## src/shunt_monitor_pkg.sv

```systemverilog
package shunt_monitor_pkg;

	// register offsets
	localparam logic [7:0]  CFG_ADDR        = 8'h00;
	localparam logic [7:0]  SHUNT_ADDR      = 8'h01;
	localparam logic [7:0]  BUS_ADDR        = 8'h02;
	localparam logic [7:0]  POWER_ADDR      = 8'h03;
	localparam logic [7:0]  CURRENT_ADDR    = 8'h04;
	localparam logic [7:0]  CAL_ADDR        = 8'h05;
	localparam logic [7:0]  LIMIT_FN_ADDR   = 8'h06;
	localparam logic [7:0]  LIMIT_VAL_ADDR  = 8'h07;

	// reset values
	localparam logic [15:0] CFG_RESET       = 16'h4127;
	localparam logic [15:0] RESULT_RESET    = 16'h0000;
	localparam logic [15:0] CAL_RESET       = 16'h0000;
	localparam logic [15:0] LIMIT_FN_RESET  = 16'h0000;
	localparam logic [15:0] LIMIT_VAL_RESET = 16'h0000;

	// configuration fields
	localparam int          CFG_SOFT_RST_BIT = 15;
	localparam int          CFG_AVG_LSB      = 9;
	localparam int          OP_SHUNT_BIT     = 0;
	localparam int          OP_BUS_BIT       = 1;
	localparam int          OP_CONT_BIT      = 2;
	localparam int          CAL_VALUE_W      = 15;
	localparam int          BUS_VALUE_W      = 15;

	// limit-function fields
	localparam int          EN_SHUNT_OVER    = 15;
	localparam int          EN_SHUNT_UNDER   = 14;
	localparam int          EN_RAIL_OVER     = 13;
	localparam int          EN_RAIL_UNDER    = 12;
	localparam int          EN_POWER_OVER    = 11;
	localparam int          EN_DONE_PIN      = 10;
	localparam int          FLAG_FUNC_BIT    = 4;
	localparam int          FLAG_DONE_BIT    = 3;
	localparam int          FLAG_OVF_BIT     = 2;
	localparam int          POLARITY_BIT     = 1;
	localparam int          LATCH_BIT        = 0;

	// result scaling
	localparam int          SHUNT_LSB_NV     = 2500;
	localparam int          BUS_LSB_UV       = 1250;
	localparam int          POWER_LSB_RATIO  = 25;
	localparam int          UV_PER_V         = 1000000;
	localparam int          POWER_DIV_DEFAULT   = POWER_LSB_RATIO * UV_PER_V / BUS_LSB_UV;
	localparam int          CURRENT_DIV_DEFAULT = 2048;

	typedef enum logic [1:0] {SEQ_IDLE, SEQ_SHUNT, SEQ_BUS, SEQ_MATH} seq_state_e;

	// averaging code to log2 of sample count: 1,4,16,64,128,256,512,1024
	function automatic logic [3:0] avg_shift(input logic [2:0] code);
		case (code)
			3'h0: avg_shift = 4'h0;
			3'h1: avg_shift = 4'h2;
			3'h2: avg_shift = 4'h4;
			3'h3: avg_shift = 4'h6;
			3'h4: avg_shift = 4'h7;
			3'h5: avg_shift = 4'h8;
			3'h6: avg_shift = 4'h9;
			default: avg_shift = 4'hA;
		endcase
	endfunction : avg_shift

endpackage : shunt_monitor_pkg

```

## src/result_math.sv

```systemverilog
`timescale 1ns/1ns
module result_math
	import shunt_monitor_pkg::*;
#(
	parameter int CURRENT_DIV = CURRENT_DIV_DEFAULT,
	parameter int POWER_DIV   = POWER_DIV_DEFAULT
) (
	input  wire logic signed [15:0] shunt_in,
	input  wire logic [15:0]        bus_in,
	input  wire logic [15:0]        cal_in,
	output logic [15:0]             current_out,
	output logic [15:0]             power_out,
	output logic                    overflow_out
);
	logic signed [31:0] cur_full;
	logic [15:0]        cur_mag;
	logic [31:0]        pow_full;
	logic               cur_ovf;

	assign cur_full     = (32'(shunt_in) * $signed({17'h00000, cal_in[CAL_VALUE_W-1:0]})) / CURRENT_DIV;
	assign cur_ovf      = (cur_full > 32'sh00007FFF) || (cur_full < -32'sh00008000);
	assign current_out  = cur_full[15:0];
	// power uses the magnitude of the current so the result stays unsigned
	assign cur_mag      = current_out[15] ? 16'(-current_out) : current_out;
	assign pow_full     = ({16'h0000, cur_mag} * {16'h0000, bus_in}) / 32'(POWER_DIV);
	assign power_out    = pow_full[15:0];
	assign overflow_out = cur_ovf || (|pow_full[31:16]);

endmodule : result_math

```

## src/sample_averager.sv

```systemverilog
`timescale 1ns/1ns
module sample_averager
	import shunt_monitor_pkg::*;
#(
	parameter int ACC_W = 27
) (
	input  wire logic               clk_in,
	input  wire logic               rst_in,
	input  wire logic               clear_in,
	input  wire logic               valid_in,
	input  wire logic [3:0]         shift_in,
	input  wire logic signed [15:0] sample_in,
	output logic                    done_out,
	output logic signed [15:0]      avg_out
);
	logic        [10:0]      cnt_ff;
	logic signed [ACC_W-1:0] acc_ff;
	logic signed [ACC_W-1:0] sum;
	logic        [10:0]      target;

	assign sum    = acc_ff + ACC_W'(sample_in);
	assign target = (11'h001 << shift_in) - 11'h001;

	always_ff @(posedge clk_in or posedge rst_in) begin
		if (rst_in) begin
			cnt_ff   <= 11'h000;
			acc_ff   <= '0;
			done_out <= 1'b0;
			avg_out  <= 16'h0000;
		end else begin
			done_out <= 1'b0;
			if (clear_in) begin
				cnt_ff <= 11'h000;
				acc_ff <= '0;
			end else if (valid_in) begin
				if (cnt_ff == target) begin
					// power-of-two counts, so the mean is a plain shift
					avg_out  <= 16'(sum >>> shift_in);
					done_out <= 1'b1;
					cnt_ff   <= 11'h000;
					acc_ff   <= '0;
				end else begin
					cnt_ff <= cnt_ff + 11'h001;
					acc_ff <= sum;
				end
			end
		end
	end

endmodule : sample_averager

```

## src/shunt_power_monitor_regs.sv

```systemverilog
`timescale 1ns/1ns
// Notes on behaviour
// - mode 000/100 power-down, 001-011 triggered, 101-111 continuous shunt/bus/both
// - after reset the mode field selects continuous shunt and bus
// - shunt result is signed 16-bit, 2.5 uV step, 7FFF is 81.9175 mV
// - shunt and bus results hold the averaged value when averaging is on; current and power are computed from them
// - bus result unsigned in bits 14..0, 1.25 mV step, top bit reads zero
// - power step is fixed at 25 times the current step
// - power result is current result times bus result, read-only
// - current result is shunt result times calibration, signed, read-only
// - host writes a 15-bit calibration value, top bit unused
// - with several limit enables set only the highest-numbered one compares
// - shunt-over enable: warn when shunt result exceeds the limit
// - shunt-under enable: warn when shunt result falls below the limit
// - bus-over enable: warn when bus result exceeds the limit
// - bus-under enable: warn when bus result falls below the limit
// - limit-function register resets to zero, holds enables and flag settings
// - power-over enable: warn when power result exceeds the limit
// - done flag set after math; single-shot clears on read or run write
// - latch holds warning and flag until read; transparent follows each result
// - configuration write aborts a conversion and restarts with new settings
module shunt_power_monitor_regs
	import shunt_monitor_pkg::*;
#(
	parameter int CURRENT_DIV = CURRENT_DIV_DEFAULT,
	parameter int POWER_DIV   = POWER_DIV_DEFAULT
) (
	input  wire logic        clk_in,
	input  wire logic        rst_in,
	input  wire logic [7:0]  reg_addr_in,
	input  wire logic        reg_wr_in,
	input  wire logic [15:0] reg_wdata_in,
	input  wire logic        reg_rd_in,
	output logic [15:0]      reg_rdata_out,
	input  wire logic [15:0] adc_data_in,
	input  wire logic        adc_valid_in,
	output logic             adc_req_out,
	output logic             adc_bus_sel_out,
	output logic             alert_active_out,
	output logic             alert_oe_n_out
);
	logic [15:0]        cfg_ff;
	logic [15:0]        cal_ff;
	logic [15:0]        limit_ff;
	logic [5:0]         enables_ff;
	logic               polarity_ff;
	logic               latch_ff;
	logic signed [15:0] shunt_ff;
	logic [15:0]        bus_ff;
	logic [15:0]        power_ff;
	logic [15:0]        current_ff;
	logic               func_flag_ff;
	logic               done_flag_ff;
	logic               ovf_flag_ff;
	seq_state_e         seq_ff;
	seq_state_e         nxt_seq;

	logic               cfg_wr;
	logic               soft_rst;
	logic               mask_rd;
	logic [2:0]         op_mode;
	logic [2:0]         wr_mode;
	logic               collecting;
	logic               avg_done;
	logic signed [15:0] avg_value;
	logic signed [15:0] adc_sample;
	logic [15:0]        cur_w;
	logic [15:0]        pow_w;
	logic               ovf_w;
	logic               math_now;
	logic               limit_hit;
	logic               asserted;
	logic [15:0]        nxt_rdata;

	assign cfg_wr     = reg_wr_in && (reg_addr_in == CFG_ADDR);
	assign soft_rst   = cfg_wr && reg_wdata_in[CFG_SOFT_RST_BIT];
	assign mask_rd    = reg_rd_in && (reg_addr_in == LIMIT_FN_ADDR);
	assign op_mode    = cfg_ff[2:0];
	assign wr_mode    = reg_wdata_in[2:0];
	assign collecting = (seq_ff == SEQ_SHUNT) || (seq_ff == SEQ_BUS);
	assign math_now   = (seq_ff == SEQ_MATH) && !cfg_wr;
	// bus channel is unsigned; the spare top bit is forced low
	assign adc_sample = (seq_ff == SEQ_BUS) ? {1'b0, adc_data_in[BUS_VALUE_W-1:0]} : adc_data_in;

	// registers reset to defaults on the self-clearing reset bit too
	always_ff @(posedge clk_in or posedge rst_in) begin
		if (rst_in) begin
			cfg_ff <= CFG_RESET;
		end else if (soft_rst) begin
			cfg_ff <= CFG_RESET;
		end else if (cfg_wr) begin
			cfg_ff <= {1'b0, reg_wdata_in[14:0]};
		end
	end

	always_ff @(posedge clk_in or posedge rst_in) begin
		if (rst_in) begin
			cal_ff      <= CAL_RESET;
			limit_ff    <= LIMIT_VAL_RESET;
			enables_ff  <= LIMIT_FN_RESET[15:10];
			polarity_ff <= LIMIT_FN_RESET[POLARITY_BIT];
			latch_ff    <= LIMIT_FN_RESET[LATCH_BIT];
		end else if (soft_rst) begin
			cal_ff      <= CAL_RESET;
			limit_ff    <= LIMIT_VAL_RESET;
			enables_ff  <= LIMIT_FN_RESET[15:10];
			polarity_ff <= LIMIT_FN_RESET[POLARITY_BIT];
			latch_ff    <= LIMIT_FN_RESET[LATCH_BIT];
		end else if (reg_wr_in) begin
			if (reg_addr_in == CAL_ADDR) begin
				cal_ff <= {1'b0, reg_wdata_in[CAL_VALUE_W-1:0]};
			end
			if (reg_addr_in == LIMIT_VAL_ADDR) begin
				limit_ff <= reg_wdata_in;
			end
			if (reg_addr_in == LIMIT_FN_ADDR) begin
				enables_ff  <= reg_wdata_in[15:10];
				polarity_ff <= reg_wdata_in[POLARITY_BIT];
				latch_ff    <= reg_wdata_in[LATCH_BIT];
			end
		end
	end

	// conversion sequencer
	always_comb begin
		nxt_seq = seq_ff;
		if (soft_rst) begin
			nxt_seq = SEQ_SHUNT;
		end else if (cfg_wr) begin
			// abort and restart with the freshly written mode
			if (wr_mode[OP_SHUNT_BIT]) begin
				nxt_seq = SEQ_SHUNT;
			end else if (wr_mode[OP_BUS_BIT]) begin
				nxt_seq = SEQ_BUS;
			end else begin
				nxt_seq = SEQ_IDLE;
			end
		end else begin
			case (seq_ff)
				SEQ_IDLE: nxt_seq = SEQ_IDLE;
				SEQ_SHUNT: begin
					if (avg_done) begin
						nxt_seq = op_mode[OP_BUS_BIT] ? SEQ_BUS : SEQ_MATH;
					end
				end
				SEQ_BUS: begin
					if (avg_done) begin
						nxt_seq = SEQ_MATH;
					end
				end
				SEQ_MATH: begin
					if (!op_mode[OP_CONT_BIT]) begin
						nxt_seq = SEQ_IDLE;
					end else if (op_mode[OP_SHUNT_BIT]) begin
						nxt_seq = SEQ_SHUNT;
					end else begin
						nxt_seq = SEQ_BUS;
					end
				end
				default: nxt_seq = SEQ_IDLE;
			endcase
		end
	end

	always_ff @(posedge clk_in or posedge rst_in) begin
		if (rst_in) begin
			seq_ff <= SEQ_SHUNT;
		end else begin
			seq_ff <= nxt_seq;
		end
	end

	// request stays up across every sample of an averaged set
	always_ff @(posedge clk_in or posedge rst_in) begin
		if (rst_in) begin
			adc_req_out     <= 1'b0;
			adc_bus_sel_out <= 1'b0;
		end else begin
			adc_req_out     <= (nxt_seq == SEQ_SHUNT) || (nxt_seq == SEQ_BUS);
			adc_bus_sel_out <= (nxt_seq == SEQ_BUS);
		end
	end

	// a sample landing in the hand-over cycle belongs to neither set
	sample_averager u_avg (
		.clk_in    (clk_in),
		.rst_in    (rst_in),
		.clear_in  (cfg_wr || avg_done || !collecting || !adc_req_out),
		.valid_in  (adc_valid_in),
		.shift_in  (avg_shift(cfg_ff[CFG_AVG_LSB+2:CFG_AVG_LSB])),
		.sample_in (adc_sample),
		.done_out  (avg_done),
		.avg_out   (avg_value)
	);

	result_math #(
		.CURRENT_DIV (CURRENT_DIV),
		.POWER_DIV   (POWER_DIV)
	) u_math (
		.shunt_in     (shunt_ff),
		.bus_in       (bus_ff),
		.cal_in       (cal_ff),
		.current_out  (cur_w),
		.power_out    (pow_w),
		.overflow_out (ovf_w)
	);

	// results; a half-finished set is discarded on abort
	always_ff @(posedge clk_in or posedge rst_in) begin
		if (rst_in) begin
			shunt_ff   <= RESULT_RESET;
			bus_ff     <= RESULT_RESET;
			power_ff   <= RESULT_RESET;
			current_ff <= RESULT_RESET;
		end else if (soft_rst) begin
			shunt_ff   <= RESULT_RESET;
			bus_ff     <= RESULT_RESET;
			power_ff   <= RESULT_RESET;
			current_ff <= RESULT_RESET;
		end else begin
			if (avg_done && (seq_ff == SEQ_SHUNT) && !cfg_wr) begin
				shunt_ff <= avg_value;
			end
			if (avg_done && (seq_ff == SEQ_BUS) && !cfg_wr) begin
				bus_ff <= {1'b0, avg_value[BUS_VALUE_W-1:0]};
			end
			if (math_now) begin
				current_ff <= cur_w;
				power_ff   <= pow_w;
			end
		end
	end

	// only the highest enabled comparison counts
	always_comb begin
		limit_hit = 1'b0;
		if (enables_ff[EN_SHUNT_OVER-10]) begin
			limit_hit = shunt_ff > $signed(limit_ff);
		end else if (enables_ff[EN_SHUNT_UNDER-10]) begin
			limit_hit = shunt_ff < $signed(limit_ff);
		end else if (enables_ff[EN_RAIL_OVER-10]) begin
			limit_hit = bus_ff > limit_ff;
		end else if (enables_ff[EN_RAIL_UNDER-10]) begin
			limit_hit = bus_ff < limit_ff;
		end else if (enables_ff[EN_POWER_OVER-10]) begin
			limit_hit = pow_w > limit_ff;
		end
	end

	// a hit in the cycle of the clearing read wins over the clear
	always_ff @(posedge clk_in or posedge rst_in) begin
		if (rst_in) begin
			func_flag_ff <= 1'b0;
		end else if (soft_rst) begin
			func_flag_ff <= 1'b0;
		end else if (math_now && limit_hit) begin
			func_flag_ff <= 1'b1;
		end else if (math_now && !latch_ff) begin
			func_flag_ff <= 1'b0;
		end else if (mask_rd && latch_ff) begin
			func_flag_ff <= 1'b0;
		end
	end

	always_ff @(posedge clk_in or posedge rst_in) begin
		if (rst_in) begin
			done_flag_ff <= 1'b0;
			ovf_flag_ff  <= 1'b0;
		end else if (soft_rst) begin
			done_flag_ff <= 1'b0;
			ovf_flag_ff  <= 1'b0;
		end else begin
			if (math_now) begin
				done_flag_ff <= 1'b1;
				ovf_flag_ff  <= ovf_w;
			end else if (!op_mode[OP_CONT_BIT] && (mask_rd || (cfg_wr && (wr_mode[1:0] != 2'h0)))) begin
				done_flag_ff <= 1'b0;
			end
		end
	end

	// open-drain pin: normal polarity pulls low while asserted
	assign asserted = func_flag_ff || (enables_ff[EN_DONE_PIN-10] && done_flag_ff);

	always_ff @(posedge clk_in or posedge rst_in) begin
		if (rst_in) begin
			alert_active_out <= 1'b0;
			alert_oe_n_out   <= 1'b1;
		end else begin
			alert_active_out <= asserted;
			alert_oe_n_out   <= polarity_ff ? asserted : !asserted;
		end
	end

	// register reads
	always_comb begin
		case (reg_addr_in)
			CFG_ADDR:       nxt_rdata = cfg_ff;
			SHUNT_ADDR:     nxt_rdata = shunt_ff;
			BUS_ADDR:       nxt_rdata = bus_ff;
			POWER_ADDR:     nxt_rdata = power_ff;
			CURRENT_ADDR:   nxt_rdata = current_ff;
			CAL_ADDR:       nxt_rdata = cal_ff;
			LIMIT_FN_ADDR:  nxt_rdata = {enables_ff, 5'h00, func_flag_ff, done_flag_ff, ovf_flag_ff,
			                             polarity_ff, latch_ff};
			LIMIT_VAL_ADDR: nxt_rdata = limit_ff;
			default:        nxt_rdata = 16'h0000;
		endcase
	end

	always_ff @(posedge clk_in or posedge rst_in) begin
		if (rst_in) begin
			reg_rdata_out <= 16'h0000;
		end else if (reg_rd_in) begin
			reg_rdata_out <= nxt_rdata;
		end
	end

	// checks
	a_mode_decode: assert property (@(posedge clk_in) disable iff (rst_in)
		(cfg_wr && !soft_rst && reg_wdata_in[1:0] == 2'h0) |=> seq_ff == SEQ_IDLE)
		else $error("power-down write did not idle the sequencer");

	a_reset_mode: assert property (@(posedge clk_in) disable iff (rst_in)
		$fell(rst_in) |-> (op_mode == 3'h7 && seq_ff == SEQ_SHUNT))
		else $error("mode after reset is not continuous shunt and bus");

	a_bus_top_zero: assert property (@(posedge clk_in) disable iff (rst_in)
		!bus_ff[15] && !cal_ff[15])
		else $error("bus result or calibration top bit set");

	a_zero_cal: assert property (@(posedge clk_in) disable iff (rst_in)
		(math_now && cal_ff == 16'h0000) |=> (current_ff == 16'h0000 && power_ff == 16'h0000))
		else $error("zero calibration gave nonzero current or power");

	a_done_after: assert property (@(posedge clk_in) disable iff (rst_in)
		math_now |=> done_flag_ff ##1 alert_active_out || !enables_ff[EN_DONE_PIN-10])
		else $error("done flag or done alert missing after math");

	a_latch_hold: assert property (@(posedge clk_in) disable iff (rst_in)
		(func_flag_ff && latch_ff && !mask_rd && !soft_rst) |=> func_flag_ff)
		else $error("latched warning dropped without a read");

	a_abort_restart: assert property (@(posedge clk_in) disable iff (rst_in)
		(cfg_wr && !soft_rst && reg_wdata_in[0]) |=> (seq_ff == SEQ_SHUNT && adc_req_out && !adc_bus_sel_out))
		else $error("configuration write did not restart on shunt");

	// a host write right after the math cycle legally restarts the sequencer
	a_trigger_stop: assert property (@(posedge clk_in) disable iff (rst_in)
		(math_now && !op_mode[2]) |=> seq_ff == SEQ_IDLE ##1 (seq_ff == SEQ_IDLE || $past(cfg_wr)))
		else $error("triggered mode did not stop after one sequence");

	a_shunt_over: assert property (@(posedge clk_in) disable iff (rst_in)
		(math_now && enables_ff[5] && shunt_ff > $signed(limit_ff)) |=> func_flag_ff ##1 alert_active_out)
		else $error("shunt over limit did not raise the warning");

	a_priority: assert property (@(posedge clk_in) disable iff (rst_in)
		(math_now && enables_ff[5] && shunt_ff <= $signed(limit_ff) && !latch_ff) |=> !func_flag_ff)
		else $error("lower-priority comparison raised the warning");

	c_continuous_loop: cover property (@(posedge clk_in) disable iff (rst_in)
		seq_ff == SEQ_MATH ##1 seq_ff == SEQ_SHUNT);
	c_alert_raised: cover property (@(posedge clk_in) disable iff (rst_in)
		$rose(func_flag_ff));
	c_triggered_done: cover property (@(posedge clk_in) disable iff (rst_in)
		!op_mode[2] && $rose(done_flag_ff));

endmodule : shunt_power_monitor_regs

```

## config.mk

```make
export PLATFORM = sky130hd
export DESIGN_NAME = shunt_power_monitor_regs
export DESIGN_NICKNAME = d
export VERILOG_FILES = /design/src/shunt_monitor_pkg.sv /design/src/result_math.sv /design/src/sample_averager.sv /design/src/shunt_power_monitor_regs.sv
export SDC_FILE = /design/constraint.sdc
export NUM_CORES = 2
export LEC_CHECK = 0
export BUFFER_PORTS_ARGS = -buffer_cell sky130_fd_sc_hd__buf_2
export CORE_MARGIN = 5
export CORE_UTILIZATION = 37
export DETAILED_ROUTE_END_ITERATION = 6
export PLACE_DENSITY = 0.57
export SYNTH_ARGS = -nofsm -noshare
export SYNTH_HDL_FRONTEND = slang
export SYNTH_HIERARCHICAL = 1
export SYNTH_SLANG_ARGS = --single-unit
```

## constraint.sdc

```tcl
create_clock -name clk_in -period 51.9 [get_ports clk_in]
set_input_delay 5.19 -clock clk_in [delete_from_list [all_inputs] [get_ports clk_in]]
set_output_delay 5.19 -clock clk_in [all_outputs]
set_load 0.01 [all_outputs]
```

[Yosys cells after proc, flatten, opt, wreduce, memory -nomap -nowiden]
Cells that the tools add are included.
Storage, ports and cells
  register bits: 200
  word-level logic and storage cells: 174
Cells by class
  add/sub/neg operators: 5
  multipliers: 2
  divide/modulo/power cells: 1
  order comparisons: 7
  equal/unequal tests: 19
  shift-type cells: 2
  mux-type cells: 63
  bitwise operators: 2
  reductions and logical operators: 50
Operators by type and width (number)
  $mux W16: 18
  $pmux W16 S8: 1
  $mux W27: 3
  $mul A16 B16 Y32: 2
  $gt A16 B16 Y1: 3
  $mux W11: 3
  $add A32 B1 Y32: 1
  $div A32 B15 Y32 const B: 1
  $eq A8 B3 Y1 const B: 4
  $gt A32 B16 Y1 const B: 1
  $lt A16 B16 Y1: 2
  $lt A32 B16 Y1 const B: 1
  $pmux W4 S7: 1
  $add A27 B16 Y27: 1
  $sshr A27 B4 Y16: 1
  $mux W1: 25
  $reduce_bool A2 Y1: 10
  $mux W6: 3
  $eq A8 B2 Y1 const B: 2
  $mux W2: 8
  $neg A16 Y16: 1
  $reduce_or A16 Y1: 1
  $logic_and A1 B1 Y1: 14
  $add A11 B1 Y11 const B: 1
  other kinds (22): 43

[Logic depth before layout (Yosys ltp)]
  word-level depth: 17
  gate-level depth with buffers: 151
  depth with buffers taken out: 141

[Cells and area by module]
Netlist, hierarchy kept.
Modules (own cells, without submodules)
  result_math: times used 1, cells each 3103, area an instance 25494.5 µm²
  shunt_power_monitor_regs: times used 1, cells each 790, area an instance 7607.3 µm²
  sample_averager: times used 1, cells each 703, area an instance 5679.2 µm²

[Worst setup path after synthesis]
Ideal clock, no wire load.
  path kind: flip-flop to flip-flop
  start point: register cal_ff[3]
  end point: register func_flag_ff
  arrival time: 30.518 ns
  required time: 51.766 ns
  slack: 21.248 ns
  cell stages (with the launch flop): 139
  buffers on the path: 5
  path through: dfrtp_1 clkbuf_1 nand2_1 fa_1 inv_1 fa_1 ha_1 inv_1 fa_1 fa_1 fa_1 inv_1 ha_1 a21oi_1 o21bai_1 a21oi_1 o21bai_1 a21oi_1 (+103 left out) xnor2_2 mux2i_1 o21a_1 o21ai_2 and3_1 o22ai_1 a21oi_1 a21oi_1 a2111o_1 inv_1 ha_1 nor2b_1 o211ai_1 a2111oi_0 a211oi_1 a211oi_1 a2111oi_0 o21ai_0
On the way
  word-level cells in the longest chain between the ends: 17
  elaborated cells on any way between the ends: 18
  classes of those cells: 2 x add/sub; 2 x mul; 1 x div; 1 x order compare; 8 x mux; 1 x bitwise; 3 x reduce/logical
Ends and longest elaborated chain
  start: declaration: RTL line shunt_power_monitor_regs.sv:43  | logic [15:0] cal_ff;
  start signal: assignment: RTL line shunt_power_monitor_regs.sv:111  | cal_ff <= {1'b0, reg_wdata_in[CAL_VALUE_W-1:0]};
  $mul A16 B16 Y32 (*): RTL line result_math.sv:20  | assign cur_full = (32'(shunt_in) * $signed({17'h00000, cal_in[CAL_VALUE_W-1:0]})) / CURRENT_DIV;
  $reduce_or A11 Y1 (no source line)
  $and A1 B1 Y1 (no source line)
  $add A32 B1 Y32 (no source line) (*)
  named net cur_w[15]: RTL line shunt_power_monitor_regs.sv:67  | logic [15:0] cur_w;
  $neg A16 Y16: RTL line result_math.sv:24  | assign cur_mag = current_out[15] ? 16'(-current_out) : current_out;
  $mux W16 (*): RTL line result_math.sv:24
  $mul A16 B16 Y32 (*): RTL line result_math.sv:25  | assign pow_full = ({16'h0000, cur_mag} * {16'h0000, bus_in}) / 32'(POWER_DIV);
  (+1 left out)
  named net pow_w[10]: RTL line shunt_power_monitor_regs.sv:68  | logic [15:0] pow_w;
  (+1 left out)
  $mux W1 (*): RTL line shunt_power_monitor_regs.sv:245  | end else if (enables_ff[EN_POWER_OVER-10]) begin
  $mux W1 (*): RTL line shunt_power_monitor_regs.sv:243  | end else if (enables_ff[EN_RAIL_UNDER-10]) begin
  $mux W1 (*): RTL line shunt_power_monitor_regs.sv:241  | end else if (enables_ff[EN_RAIL_OVER-10]) begin
  $mux W1 (*): RTL line shunt_power_monitor_regs.sv:239  | end else if (enables_ff[EN_SHUNT_UNDER-10]) begin
  $mux W1 (*): RTL line shunt_power_monitor_regs.sv:237  | if (enables_ff[EN_SHUNT_OVER-10]) begin
  $logic_and A1 B1 Y1 (*): RTL line shunt_power_monitor_regs.sv:256  | end else if (math_now && limit_hit) begin
  $mux W1: RTL line shunt_power_monitor_regs.sv:256
  $mux W1: RTL line shunt_power_monitor_regs.sv:254  | end else if (soft_rst) begin
  end signal: assignment: RTL line shunt_power_monitor_regs.sv:253  | func_flag_ff <= 1'b0;
  end signal: assignment: RTL line shunt_power_monitor_regs.sv:255  | func_flag_ff <= 1'b0;
  end signal: assignment: RTL line shunt_power_monitor_regs.sv:257  | func_flag_ff <= 1'b1;
  end: declaration: RTL line shunt_power_monitor_regs.sv:52  | logic func_flag_ff;
The timed path passes the listed nets; every way through them passes the cells marked *.
A chain may end at the register's enable or synchronous reset.

[Worst setup path after layout]
  start point: register cal_ff[2]
  end point: register func_flag_ff
Same word-level chain as after synthesis.

==> qor.yml <==
status:
  status: "finished, final reports clean"
power:
  power_w: 0.000363
  power.ir.vdd_worst_uv: 22.1
  leakagePower_nw: 19.4
  swShare_pct: 33.0
  p_int_w: 0.000243
  comb_power_share_pct: 17.4
  p_per_area_nw_per_um2: 8.89
  p_switching_w: 0.000120
  power_frac_clock_pct: 37.3
  power_frac_seq_pct: 45.3
global_routing:
  grt_pass1_vias: 33800
  grt_pass1_wl_mm: 197
  grt_use_total_pct: 22.1
  gr-total-overflow: 0
  grt_max_degree: 81
  antenna_found_initial: 7
clock_network:
  clk_latency_ns: 0.49
  postCtsSetupRepairBufs: 0
  clk_pin_slew_ns: 0.08
  clockRootBuffer: "clkbuf_16"
  cts_htree_levels: 4
  cts_tree: "done"
  cts_buffers: 17
  ctsHoldBuffers: 0
  clockBufferDepth: 2
  cts.sinks: 197
  cts_resized: 0
critical_path:
  cp_data_arrival_time_ns: 37.02
  cp_data_required_time_ns: 52.31
  slowest_stage: "dfrtp_1"
  critPathMaxStageDelay_ns: 0.90
  crit_type: "register to register"
  worstPathMaxFanout: 18
  startpoint_type: "register"
  path_common_cell: "a21oi_1"
  cp-end-kind: "register"
routing:
  num_vias: 33800
  drt-vias-per-instance: 5.70
  drc: 0
  drt_wl_total_mm: 125
  drt_iter0_drc: 2960
  first_pass_iters: 7
  wl_per_cell_um: 21.1
  ant_nets: 0
logic_synthesis:
  synth.largest_area_cell: "fa_1"
  yosysWarningCount: 6
  synth_seq_cells: 197
  seq_area_frac_synth_pct: 12.7
  synth.distinct_cells: 155
  synth_top_area_share_pct: 22.8
  async_flop_share_pct: 100
  synth_area_sq_um: 38800
  synth_cells: 4596
  syn_avg_cell_area_sq_um: 8.44
  synth_edf_count: 0
  synth.area.top_cells: "fa_1 (23%), dfrtp_1 (12%), ha_1 (8.7%)"
  synthFlopType: "dfrtp_1"
hold_path:
  hp-class: "register to register"
sta:
  drv_slew: 0
  finalHoldViolCount: 0
  fin_crit_sh_pct: 70.5
  fin_crit_ns: 36.61
  tightest_slew_ns: 1.25
  slew_headroom_pct: 16.4
  finalSetupViolations: 0
  rsz0062_at_grt: "no"
  max_freq_ghz: 0.0273
  setup_tns_ns: 0
  finClkSkew_ns: 0.0201
flow_run:
  maxCapViolations: 0
placement:
  place.gp.congestion: 0.938
  place_hpwl_mm: 98.4
  placedCellCount: 5904
  io_buffers: 64
finish:
  fin_util_pct: 39.4
  stdcell_count: 5936
  area_growth_pct: 5.47
  nets: 5299
  final_layout_size_suffix_gt1_share_pct: 7.88
floorplan:
  die_w_um: 334
  die-area_sq_um: 111000
  num_rows: 118
  die_y_um: 334
  coreArea_sq_um: 104000
  initial_utilization_pct: 37.4
  ios: 65
-- metal layers --
layer / up-vias / GRT usage (%) / part of all wire [%]
met1: 17000 / 30.6 / 44
li1: 15500 / - / -
met4: 6 / 5.28 / 2.3
met2: 1100 / 36.8 / 47
met3: 161 / 3.12 / 6.4
met5: - / 0 / 0.033
-- path summary, 6_finish.rpt --
path	slack [ns]	endpoint	startpoint	cells past startpoint
min reg2reg	0.46	alert_oe_n_out$_DFF_PP1_	polarity_ff$_DFFE_PP0P_	1
max	15.29	func_flag_ff$_DFFE_PP0P_	cal_ff[2]$_DFFE_PP0P_	129
max reg2reg	15.29	func_flag_ff$_DFFE_PP0P_	cal_ff[2]$_DFFE_PP0P_	129
min in group asynchronous	4.82	cal_ff[14]$_DFFE_PP0P_	rst_in	2
min	0.46	alert_oe_n_out$_DFF_PP1_	polarity_ff$_DFFE_PP0P_	1
max in group asynchronous	45.51	bus_ff[12]$_DFFE_PP0P_	rst_in	3
-- through the flow --
step	hold WS, ns	worst slack (ns)	area (sq um)
6_report	0.461	15.29	40900
5_1_grt	0.490	12.38	40900
4_1_cts	0.468	15.71	40900
3_5_place_dp	0.456	15.83	40300
3_3_place_gp	0.455	16.44	40300
2_1_floorplan	0.432	21.25	38800
-- registers in the layout (all words and copies together), names as in the netlist --
register	cells
u_avg/acc_ff	27
current_ff	16
limit_ff	16
power_ff	16
reg_rdata_out	16
shunt_ff	16
u_avg/avg_out	16
bus_ff	15
cal_ff	15
cfg_ff	15
u_avg/cnt_ff	11
enables_ff	6
seq_ff	2
adc_bus_sel_out	1
adc_req_out	1
alert_active_out	1
alert_oe_n_out	1
done_flag_ff	1
func_flag_ff	1
latch_ff	1
ovf_flag_ff	1
polarity_ff	1
u_avg/done_out	1
-- power by group through the flow --
| stage | combinational, W | clock (W) | sequential, W |
|---|---|---|---|
| after CTS | 0.0000626 | 0.000138 | 0.000164 |
| after global placement | 0.0000620 | 0 | 0.000167 |
| final | 0.0000632 | 0.000136 | 0.000165 |
| after global routing | 0.0000695 | 0.000144 | 0.000165 |
| after floorplan | 0.0000432 | 0 | 0.000163 |
| after detailed placement | 0.0000623 | 0 | 0.000167 |
-- Yosys cell counts, types with 19 or more instances --
cell type	number
nor3_1	63
o21bai_1	35
nand3_1	132
xor2_1	56
o22ai_1	26
or3_1	30
nor4_1	21
o21ai_0	115
buf_4	20
nand2b_1	24
nor2b_1	19
and3_1	37
nand2_1	595
nand4_1	46
a21o_1	37
inv_1	627
and2_1	297
mux2i_1	33
clkbuf_1	121
xnor2_1	128
fa_1	441
a211oi_1	45
o21a_1	26
a31oi_1	31
buf_2	35
dfrtp_1	189
ha_1	270
a221oi_1	24
o211ai_1	34
nor2_1	221
o21ai_1	34
a21oi_1	209
a22o_1	62
-- critical path: cells and delay by family (launching register included) --
| kind | cells | cell delay, ns |
|---|---|---|
| AO/OA/AOI/OAI | 59 | 13.46 |
| XOR/XNOR | 8 | 3.06 |
| adder cells (fa/ha/maj) | 16 | 7.07 |
| buffers and inverters | 9 | 0.99 |
| flip-flops | 1 | 0.90 |
| multiplexers | 4 | 1.30 |
| AND/OR/NAND/NOR | 33 | 9.77 |
-- area by class of cell --
cell class	count	area [sq um]
Clock buffer	20	457
Sequential cell	197	4940
Clock inverter	11	95.1
Timing Repair Buffer	120	741
Multi-Input combinational cell	3575	30600
Inverter	632	2380
Antenna cell	1	2.50
Tap cell	1380	1730
Fill cell	10700	62900
-- cell families (layout without fill, tap and decap cells) --
logic type	count (synthesis)	after routing	share of synthesized area, %
compound gates	973	973	18.9
flops	197	197	12.7
xor+xnor	199	199	4.84
fa+ha+maj	722	722	31.8
mux	70	70	2.41
simple gates	1604	1604	20.8
other cells	1	8	0.00967
buf+inv	830	783	8.60
-- layout by cell type, fill, tap and decap left out, types with 62 or more instances in the layout --
cell type	synthesis	layout
xnor2_1	128	126
o21ai_0	115	114
buf_2	35	64
nand2_1	595	595
nor3_1	63	63
dfrtp_1	189	189
fa_1	441	441
ha_1	270	270
a21oi_1	209	209
a22o_1	62	62
inv_1	627	625
and2_1	297	297
nor2_1	221	220
nand3_1	132	132
(Power assumes the default switching activity.)
